$ cat config.mk
export PLATFORM = sky130hd
export DESIGN_NAME = privileged_state_registers
export DESIGN_NICKNAME = d
export VERILOG_FILES = /design/src/priv_state_pkg.sv /design/src/apb_decode.sv /design/src/privileged_state_registers.sv
export SDC_FILE = /design/constraint.sdc
export NUM_CORES = 2
export LEC_CHECK = 0
export ABC_AREA = 0
export BUFFER_PORTS_ARGS = -buffer_cell sky130_fd_sc_hd__buf_2
export CAP_MARGIN = 20
export CORE_ASPECT_RATIO = 0.9
export CORE_UTILIZATION = 35
export DETAILED_ROUTE_END_ITERATION = 8
export PLACE_DENSITY = 0.57
export SYNTH_ARGS = -nofsm -noshare
export SYNTH_HDL_FRONTEND = slang
export SYNTH_SLANG_ARGS = --single-unit
$ cat constraint.sdc
create_clock -name pclk -period 3.25 [get_ports pclk]
set_clock_uncertainty 0.05 [all_clocks]
set_input_delay 0.325 -clock pclk [delete_from_list [all_inputs] [get_ports pclk]]
set_output_delay 0.325 -clock pclk [all_outputs]
set_load 0.1 [all_outputs]
$ cat src/priv_state_pkg.sv
package priv_state_pkg;

   // Register bank layout: 64-bit registers, low word at index*8, high word at index*8+4
   localparam int unsigned BANK_COUNT = 15;
   localparam logic [3:0] IDX_ARITH_VEC = 4'h0;
   localparam logic [3:0] IDX_IFAULT_VEC = 4'h1;
   localparam logic [3:0] IDX_INTR_VEC = 4'h2;
   localparam logic [3:0] IDX_MMGMT_VEC = 4'h3;
   localparam logic [3:0] IDX_SYSCALL_VEC = 4'h4;
   localparam logic [3:0] IDX_UNALIGN_VEC = 4'h5;
   localparam logic [3:0] IDX_KERN_GPTR = 4'h6;
   localparam logic [3:0] IDX_KSTACK = 4'h7;
   localparam logic [3:0] IDX_USTACK = 4'h8;
   localparam logic [3:0] IDX_PC = 4'h9;
   localparam logic [3:0] IDX_PBLOCK = 4'hA;
   localparam logic [3:0] IDX_PTBASE = 4'hB;
   localparam logic [3:0] IDX_VTPTR = 4'hC;
   localparam logic [3:0] IDX_CPUVAL = 4'hD;
   localparam logic [3:0] IDX_PROCVAL = 4'hE;
   localparam logic [3:0] IDX_CPUNUM = 4'hF;

   // Control word holding the narrow state
   localparam logic [11:0] OFF_MISC = 12'h080;
   localparam int unsigned MISC_FLOAT_BIT = 0;
   localparam int unsigned MISC_LOCK_BIT = 1;
   localparam int unsigned MISC_INTR_BIT = 2;
   localparam int unsigned MISC_STATUS_LSB = 4;
   localparam int unsigned MISC_SPACE_LSB = 8;
   localparam int unsigned SPACE_ID_WIDTH = 8;

   // Status word fields
   localparam int unsigned STATUS_MODE_BIT = 3;
   localparam int unsigned STATUS_LEVEL_MSB = 2;
   localparam logic MODE_KERNEL = 1'b0;
   localparam logic MODE_USER = 1'b1;

   // Alignment
   localparam int unsigned PC_ZERO_BITS = 2;
   localparam int unsigned SP_ALIGN_BITS = 3;

   // Reset values
   localparam logic [63:0] RESET_WORD = 64'h0000000000000000;
   localparam logic [3:0] RESET_STATUS = 4'h0;
   localparam logic [SPACE_ID_WIDTH-1:0] RESET_SPACE_ID = 8'h00;

   typedef enum logic [2:0] {
      EXC_ARITH,
      EXC_IFAULT,
      EXC_INTR,
      EXC_MMGMT,
      EXC_SYSCALL,
      EXC_UNALIGN
   } exc_kind_t;

endpackage : priv_state_pkg

$ cat src/apb_decode.sv
`timescale 1ns/100ps
module apb_decode
   import priv_state_pkg::*;
(
   input wire logic [11:0] paddr,
   output logic [3:0] idx,
   output logic hi_word,
   output logic is_bank,
   output logic is_misc
);

   // Bank words fill 0x000..0x07F, control word sits just above
   always_comb begin
      idx = paddr[6:3];
      hi_word = paddr[2];
      is_bank = (paddr[11:7] == 5'h00) && (paddr[1:0] == 2'h0);
      is_misc = (paddr == OFF_MISC);
   end

endmodule : apb_decode

$ cat src/privileged_state_registers.sv
// Local design decisions: the register offsets and the APB interface to the registers.
`timescale 1ns/100ps
// Behaviour
// - Float instruction with float enable clear raises float-disabled fault.
// - Program counter low two bits read zero; writes to them dropped.
// - Status word: mode in bit 3, priority level in bits 2:0.
// - Mode bit zero is kernel, one is user.
// - Return from interrupt or system call clears interrupt-in-progress bit.
// - Kernel stack access with misaligned stack pointer starts halt.
// - Per-CPU private value reachable only in kernel mode; one per CPU.
// - Process private value reachable from user and kernel mode.
// - Exception loads kernel global pointer into global pointer register.
// - Kernel stack pointer kept in shadow while in user mode.
// - User stack pointer kept in shadow while in kernel mode.
// - Six separate dispatch vectors; each event branches to its own.
// - CPU number reads current processor identity, below processor count.
// - One reservation bit for load-locked and store-conditional.
// - Address space identifier holds current address space number.
// - Page table base holds frame number of level one table.
// - Virtual table pointer holds virtual address of first-level table.
// - Stack pointer is general register 30, top of current stack.
// - Process block base holds current process control block address.
// - Status bits 2:0 are priority level, bit 3 selects mode.
module privileged_state_registers
   import priv_state_pkg::*;
#(
   parameter int unsigned PROCESSOR_COUNT = 4,
   parameter logic [63:0] CPU_ID = 64'h0000000000000000
)
(
   input wire logic pclk,
   input wire logic presetn,
   input wire logic psel,
   input wire logic penable,
   input wire logic pwrite,
   input wire logic [11:0] paddr,
   input wire logic [31:0] pwdata,
   output logic pready,
   output logic [31:0] prdata,
   output logic pslverr,
   input wire logic fp_instr,
   input wire logic exc_valid,
   input wire exc_kind_t exc_kind,
   input wire logic ret_valid,
   input wire logic [3:0] ret_status,
   input wire logic [63:0] stack_pointer,
   input wire logic kstack_access,
   input wire logic lock_set,
   input wire logic lock_clear,
   input wire logic pc_load,
   input wire logic [63:0] pc_next,
   output logic float_fault,
   output logic kstack_halt,
   output logic dispatch_valid,
   output logic [63:0] dispatch_addr,
   output logic gptr_load,
   output logic [63:0] global_pointer,
   output logic sp_load,
   output logic [63:0] sp_value,
   output logic [3:0] processor_status_word,
   output logic [63:0] program_counter,
   output logic reservation_bit,
   output logic intr_flag,
   output logic [SPACE_ID_WIDTH-1:0] address_space_id
);

   ////////////////////////////////////////////////////////////////////////////
   // State

   typedef struct packed {
      logic [BANK_COUNT-1:0][63:0] bank;
      logic [3:0] status;
      logic float_en;
      logic lock;
      logic intr;
      logic [SPACE_ID_WIDTH-1:0] space_id;
      logic pready;
      logic pslverr;
      logic [31:0] prdata;
      logic float_fault;
      logic kstack_halt;
      logic dispatch_valid;
      logic [63:0] dispatch_addr;
      logic gptr_load;
      logic [63:0] gptr_value;
      logic sp_load;
      logic [63:0] sp_value;
   } state_t;

   state_t state_r;
   state_t state_nxt;
   logic [3:0] dec_idx;
   logic dec_hi;
   logic dec_bank;
   logic dec_misc;

   apb_decode i_apb_decode (
      .paddr(paddr),
      .idx(dec_idx),
      .hi_word(dec_hi),
      .is_bank(dec_bank),
      .is_misc(dec_misc)
   );

   ////////////////////////////////////////////////////////////////////////////
   // Helpers

   // Strip the always-zero low bits of a code address
   function automatic logic [63:0] pc_clean(input logic [63:0] v);
      pc_clean = {v[63:PC_ZERO_BITS], {PC_ZERO_BITS{1'b0}}};
   endfunction : pc_clean

   // Replace one 32-bit half of a 64-bit register
   function automatic logic [63:0] word_merge(input logic [63:0] old, input logic hi, input logic [31:0] d);
      word_merge = hi ? {d, old[31:0]} : {old[63:32], d};
   endfunction : word_merge

   // Pick one 32-bit half of a 64-bit register
   function automatic logic [31:0] word_pick(input logic [63:0] v, input logic hi);
      word_pick = hi ? v[63:32] : v[31:0];
   endfunction : word_pick

   ////////////////////////////////////////////////////////////////////////////
   // Next state

   logic is_user;
   logic access;
   logic commit;
   logic refuse;
   logic [31:0] rd_word;
   logic [31:0] misc_word;

   assign is_user = (state_r.status[STATUS_MODE_BIT] == MODE_USER);
   // One wait state: answer flop rises at the end of the first access cycle
   assign access = psel && penable && !state_r.pready;
   assign commit = psel && penable && state_r.pready;

   // private CPU value refused outside kernel mode
   always_comb begin
      refuse = !(dec_bank || dec_misc);
      if (dec_bank && (dec_idx == IDX_CPUVAL) && is_user) begin
         refuse = 1'b1;
      end
   end

   always_comb begin
      misc_word = 32'h00000000;
      misc_word[MISC_FLOAT_BIT] = state_r.float_en;
      misc_word[MISC_LOCK_BIT] = state_r.lock;
      misc_word[MISC_INTR_BIT] = state_r.intr;
      misc_word[MISC_STATUS_LSB +: 4] = state_r.status;
      misc_word[MISC_SPACE_LSB +: SPACE_ID_WIDTH] = state_r.space_id;
   end

   // Read mux; a refused read returns zero
   always_comb begin
      rd_word = 32'h00000000;
      if (refuse) begin
         rd_word = 32'h00000000;
      end else if (dec_misc) begin
         rd_word = misc_word;
      end else if (dec_idx == IDX_CPUNUM) begin
         rd_word = word_pick(CPU_ID, dec_hi);
      end else if (dec_idx == IDX_PC) begin
         rd_word = word_pick(pc_clean(state_r.bank[dec_idx]), dec_hi);
      end else begin
         rd_word = word_pick(state_r.bank[dec_idx], dec_hi);
      end
   end

   always_comb begin
      state_nxt = state_r;
      // Event outputs are single-cycle pulses
      state_nxt.float_fault = 1'b0;
      state_nxt.kstack_halt = 1'b0;
      state_nxt.dispatch_valid = 1'b0;
      state_nxt.gptr_load = 1'b0;
      state_nxt.sp_load = 1'b0;

      // Bus answer
      state_nxt.pready = access;
      state_nxt.pslverr = access && refuse;
      if (access && !pwrite) begin
         state_nxt.prdata = rd_word;
      end

      // Software write; hardware events below override the same fields
      if (commit && pwrite && !refuse) begin
         if (dec_misc) begin
            state_nxt.float_en = pwdata[MISC_FLOAT_BIT];
            state_nxt.lock = pwdata[MISC_LOCK_BIT];
            state_nxt.intr = pwdata[MISC_INTR_BIT];
            // mode and level stored as one nibble
            state_nxt.status = pwdata[MISC_STATUS_LSB +: 4];
            state_nxt.space_id = pwdata[MISC_SPACE_LSB +: SPACE_ID_WIDTH];
         end else if (dec_idx == IDX_PC) begin
            state_nxt.bank[dec_idx] = pc_clean(word_merge(state_r.bank[dec_idx], dec_hi, pwdata));
         end else if (dec_idx != IDX_CPUNUM) begin
            // process value open to both modes
            // page table base, table pointer, block base
            state_nxt.bank[dec_idx] = word_merge(state_r.bank[dec_idx], dec_hi, pwdata);
         end
         // CPU number writes fall through untouched
      end

      // Pipeline updates the program counter
      if (pc_load) begin
         state_nxt.bank[IDX_PC] = pc_clean(pc_next);
      end

      if (fp_instr && !state_r.float_en) begin
         state_nxt.float_fault = 1'b1;
      end

      // quadword alignment check on kernel stack use
      if (kstack_access && (stack_pointer[SP_ALIGN_BITS-1:0] != 3'h0)) begin
         state_nxt.kstack_halt = 1'b1;
      end

      // Return; an exception in the same cycle takes over
      if (ret_valid && !exc_valid) begin
         state_nxt.intr = 1'b0;
         state_nxt.status = ret_status;
         if (!is_user && (ret_status[STATUS_MODE_BIT] == MODE_USER)) begin
            // save kernel stack, r30 gets user stack
            state_nxt.bank[IDX_KSTACK] = stack_pointer;
            state_nxt.sp_load = 1'b1;
            state_nxt.sp_value = state_r.bank[IDX_USTACK];
         end
      end

      if (exc_valid) begin
         // each event to its own vector
         state_nxt.dispatch_valid = 1'b1;
         unique case (exc_kind)
            EXC_ARITH: state_nxt.dispatch_addr = state_r.bank[IDX_ARITH_VEC];
            EXC_IFAULT: state_nxt.dispatch_addr = state_r.bank[IDX_IFAULT_VEC];
            EXC_INTR: state_nxt.dispatch_addr = state_r.bank[IDX_INTR_VEC];
            EXC_MMGMT: state_nxt.dispatch_addr = state_r.bank[IDX_MMGMT_VEC];
            EXC_SYSCALL: state_nxt.dispatch_addr = state_r.bank[IDX_SYSCALL_VEC];
            EXC_UNALIGN: state_nxt.dispatch_addr = state_r.bank[IDX_UNALIGN_VEC];
            default: state_nxt.dispatch_addr = state_r.bank[IDX_ARITH_VEC];
         endcase
         // global pointer from stored kernel value
         state_nxt.gptr_load = 1'b1;
         state_nxt.gptr_value = state_r.bank[IDX_KERN_GPTR];
         if (exc_kind == EXC_INTR) begin
            state_nxt.intr = 1'b1;
         end
         if (is_user) begin
            // save user stack, r30 gets kernel stack
            state_nxt.bank[IDX_USTACK] = stack_pointer;
            state_nxt.sp_load = 1'b1;
            state_nxt.sp_value = state_r.bank[IDX_KSTACK];
         end
         state_nxt.status[STATUS_MODE_BIT] = MODE_KERNEL;
      end

      // reservation bit; a set beats any clear
      if (lock_clear) begin
         state_nxt.lock = 1'b0;
      end
      if (lock_set) begin
         state_nxt.lock = 1'b1;
      end
   end

   ////////////////////////////////////////////////////////////////////////////
   // Registers

   always_ff @(posedge pclk or negedge presetn) begin
      if (!presetn) begin
         state_r <= '0;
         state_r.bank <= {BANK_COUNT{RESET_WORD}};
         state_r.status <= RESET_STATUS;
         state_r.space_id <= RESET_SPACE_ID;
      end else begin
         state_r <= state_nxt;
      end
   end

   assign pready = state_r.pready;
   assign prdata = state_r.prdata;
   assign pslverr = state_r.pslverr;
   assign float_fault = state_r.float_fault;
   assign kstack_halt = state_r.kstack_halt;
   assign dispatch_valid = state_r.dispatch_valid;
   assign dispatch_addr = state_r.dispatch_addr;
   assign gptr_load = state_r.gptr_load;
   assign global_pointer = state_r.gptr_value;
   assign sp_load = state_r.sp_load;
   assign sp_value = state_r.sp_value;
   assign processor_status_word = state_r.status;
   assign program_counter = state_r.bank[IDX_PC];
   assign reservation_bit = state_r.lock;
   assign intr_flag = state_r.intr;
   assign address_space_id = state_r.space_id;
endmodule : privileged_state_registers

Yosys cells after proc, flatten, opt, wreduce, memory -nomap -nowiden
Index checks and enable logic that the tools add are counted.
- $add $sub $neg: 0
- multipliers: 0
- divide/modulo/power cells: 0
- order comparisons: 2
- eq/ne operators: 11
- shift-type cells: 0
- multiplexer cells: 38
- bitwise logic cells: 1
- reduce and logical (&&, ||, !) cells: 41
- operators with widths (kind ; number):
    $bwmux W960 ; 2
    $mux W960 ; 2
    $mux W655 ; 1
    $mux W640 ; 1
    $mux W64 ; 8
    $pmux W64 S5 ; 1
    $bmux W64 S4 ; 1
    $demux W64 S4 ; 1
    $mux W195 ; 1
    $mux W65 ; 3
    $mux W32 ; 6
    $reduce_bool A3 Y1 ; 6
    $logic_and A1 B1 Y1 ; 15
    $mux W15 ; 1
    $eq A12 B8 Y1 const B ; 1
    $eq A4 B4 Y1 const B ; 3
    $mux W1 ; 9
    $reduce_and A2 Y1 ; 4
    $reduce_bool A2 Y1 ; 4
    $logic_not A1 Y1 ; 7
    $eq A3 B2 Y1 const B ; 2
    $eq A3 B3 Y1 const B ; 2
    $reduce_and A3 Y1 ; 2
    $logic_not A5 Y1 ; 1
    other kinds (9) ; 9
- flip-flop bits (word level): 1206
- latch bits: 0
- RAM bits: 0
- bits in read-only memories: 0
- output and inout bits: 309
- memories kept: 0

Depth between registers and ports, before layout
- depth in word-level cells: 12
- gate-level depth with buffers: 13
- mapped depth without buffers: 5

Modules after synthesis
A second synthesis with hierarchy kept.
- cells, all modules: 5992
- area total of the unflattened synthesis: 60412.9 sq um
- modules (own cells, without submodules) (module ; times used ; cells each ; area an instance (sq um) ; sequential area each (sq um)):
    privileged_state_registers ; 1 ; 5981 ; 60330.4 ; 30153.9
    apb_decode ; 1 ; 11 ; 82.6 ; 0.0

Least setup slack after synthesis
No wires, ideal clock.
- kind: register -> register
- from: reg state_r, in the netlist pready
- to: reg state_r[1036] (netlist bit)
- setup time: 0.147 ns
- arrival time: 2.848 ns
- required time: 3.053 ns
- path slack: 0.205 ns
- stages on the path, launching flop included: 10
- period minus slack after synthesis: 3.045 ns
- cells stage by stage: dfrtp_1 > nand4_1 > or4_1 > buf_2 > or4_1 > clkbuf_1 > buf_4 > buf_6 > nand2_1 > o21ai_0
- longest elaborated chain between the ends: 4
- ends and longest elaborated chain (element ; line ; source):
    from (decl) ; privileged_state_registers.sv:90 ; state_t state_r;
    from (signal assigned) ; privileged_state_registers.sv:278 ; state_r <= state_nxt;
    $logic_and A1 B1 Y1 ; privileged_state_registers.sv:136 ; assign commit = psel && penable && state_r.pready;
    $logic_and A1 B1 Y1 (2 in a row) ; privileged_state_registers.sv:188 ; if (commit && pwrite && !refuse) begin
    $reduce_and A3 Y1 (no source line) ; n/a ;
Every way passes these cells.
A chain may end at the register's enable or synchronous reset.

==> flow_summary.json <==
{
  "vias": 50300,
  "async_reset_ff_share_pct": 100,
  "cts_tree": "done",
  "syn_nets": 6269,
  "synth_ff_type": "dfrtp_1",
  "clock-sinks": 1205,
  "totalWireLength_mm": 252,
  "ant_nets": 0,
  "die_y_um": 398,
  "nNetsFinal": 6537,
  "clk_latency_ns": 0.80,
  "synthTopCellsByArea": "dfrtp_1 49%, mux4_2 6.7%, nand2_1 5.4%, mux2_2 4.7%, o21ai_0 4.3%",
  "numCtsBuffers": 137,
  "final_cell_area_um2": 71300,
  "hold_viol": 0,
  "coreArea_um2": 172000,
  "placed_area_um2": 65100,
  "maxCapViolations": 0,
  "worst-r2r-cell-count": 6,
  "status": "complete, no violations",
  "hold_path_class": "input pin to register",
  "synth_top_cell_area_share_pct": 49.4,
  "comb_power_share_pct": 18.5,
  "r2r_start": "processor_status_word[3]",
  "max_slew.worst_pin.slew_ns": 1.02,
  "fin_setup_tns_ns": 0,
  "cts_root_buf": "clkbuf_16",
  "initial_core_util_pct": 35.4,
  "final_util_pct": 41.4,
  "dieWidth_um": 442,
  "drt_pass1_iterations": 6,
  "fmax_mhz": 330,
  "setup_ws_ns": 0.215,
  "p_per_area_nw_per_um2": 546,
  "p_int_mw": 26.2,
  "clk_path_buf_depth": 3,
  "grt_max_degree": 129,
  "post-cts-setup-buffers": 0,
  "power_mw": 38.9,
  "grt_pass1_wl_mm": 360,
  "synth.distinct_cells": 74,
  "seqPwrFrac_pct": 41.9,
  "route.detailed.drc": 0,
  "setup-violations-final": 0,
  "pwr-share-clk_pct": 39.6,
  "ios": 500,
  "crit_path_max_fanout": 11,
  "antenna_found_initial": 22,
  "rsz0062_at_grt": "false",
  "cts_htree_levels": 4,
  "end_kind": "register",
  "yosysWarnings": 0,
  "first_iter_violations": 5533,
  "critPathLaunch": "processor_status_word[3]",
  "gp_congestion": 0.933,
  "synth_edf_count": 0,
  "slew_viol_final": 0,
  "p_sw_mw": 12.7,
  "synth.cell_area_um2": 61000,
  "yosysSeqAreaShare_pct": 49.4,
  "wire_per_inst_um": 28.9,
  "switching_share_pct": 32.8,
  "routed_via_density": 5.77,
  "gr-usage-all-layers_pct": 28.2,
  "arrival_ns": 3.72,
  "post-route-min-period_ns": 3.03,
  "portBuffers": 497,
  "synth_area_leader_cell": "dfrtp_1",
  "crit_path_start_kind": "register",
  "hold_path_depth": 4,
  "grt-ovfl-total": 0,
  "grt_pass1_vias": 48700,
  "yosys-top-cells-count": "1205 x dfrtp_1, 870 x nand2_1, 596 x nor2_1",
  "area_growth_syn_to_layout_pct": 16.9,
  "period_share_pct": 93.4,
  "cp.required_ns": 3.93,
  "dp_slack_ns": 0.121,
  "row_count": 144,
  "drive_gt1_share_pct": 23.4,
  "p_leak_nw": 32.2,
  "max_slew_margin_pct": 31.7,
  "dieArea_um2": 176000,
  "synth-seq-cells": 1205,
  "synthesis.area_per_instance_um2": 10.0,
  "path_class": "register to register",
  "dp_cells": 8296,
  "peakVddDrop_mv": 0.507,
  "synth_cells": 6078,
  "synth.most_common_cell": "dfrtp_1",
  "path_clk_slew_ns": 0.06,
  "final_cells": 8716,
  "timing.hold.ws_ns": 0.0261,
  "hpwl_mm": 172,
  "hold_start": "pc_load"
}
[registers in the layout (all words and copies together) (netlist names), 4 cells and up]
register and count:
address_space_id 8, dispatch_addr 64, global_pointer 64, prdata 32
processor_status_word 4, program_counter 64, sp_value 64, state_r 896
[cell usage in the layout (no fill, tap or decap), drive strengths merged, types with 83 or more instances in the layout]
master / Yosys / layout
a21oi: 474 / 474
a221oi: 83 / 83
a22oi: 116 / 116
and2: 102 / 102
buf: 453 / 794
clkbuf: 385 / 199
dfrtp: 1205 / 1205
dlygate4sd3: 0 / 173
mux2: 252 / 252
mux2i: 127 / 127
mux4: 181 / 181
nand2: 870 / 870
nor2: 596 / 596
o21ai: 554 / 554
o31ai: 109 / 109
[logic make-up after synthesis]
logic type / share of synthesized area [%]
AND/OR/NAND/NOR: 12.8
AO/OA/AOI/OAI: 16.6
flip-flops: 49.4
buffers and inverters: 7.75
multiplexers: 13.4
[per-layer routing]
| layer | GRT usage, % | wire length, µm | vias up |
|---|---|---|---|
| met4 | 16.6 | 16300 | 14 |
| li1 | - | - | 21800 |
| met1 | 35.3 | 97500 | 25400 |
| met5 | 0 | 83 | - |
| met2 | 44.8 | 117000 | 2522 |
| met3 | 6.37 | 21300 | 586 |
[worst max-delay path: stages, from the launching register on]
cell and delay [ns]:
dfrtp_1 0.49, o2111ai_1 0.55, nand2b_1 0.24, or3_1 0.40
buf_4 0.26, o41ai_1 0.38, dlygate4sd3_1 0.60
[repair_timing]
action | in CTS | in global routing
gates resized for setup | 0 | 0
hold buffers | 174 | 0
hold endpoints to repair | 903 | 0
[final timing paths]
path	slack, ns	end
min reg2reg	0.41	prdata[30]
max reg2reg	0.22	state_r[771]
min in group asynchronous	0.19	state_r[797]
max in group asynchronous	1.93	state_r[684]
min	0.03	program_counter[32]
max	0.22	state_r[771]
[power groups by stage]
stage               sequential [mW]  combinational (mW)  clock [mW]
global placement               16.5                6.94           0
CTS                            16.3                7.20        15.6
global route                   16.4                7.52        16.2
floorplan                      16.3                5.31           0
detailed placement             16.5                6.98           0
finish                         16.3                7.21        15.4
[final cells by class]
class | instances | area (µm²)
timing repair buffer | 967 | 7510
fill | 16600 | 101000
sequential | 1205 | 30200
multi-input combinational | 4006 | 26300
tap | 2263 | 2830
clock buffer | 199 | 3950
clock inverter | 39 | 420
antenna | 8 | 20.0
inverter | 29 | 114
No activity file was read; power rests on OpenSTA's default activity.
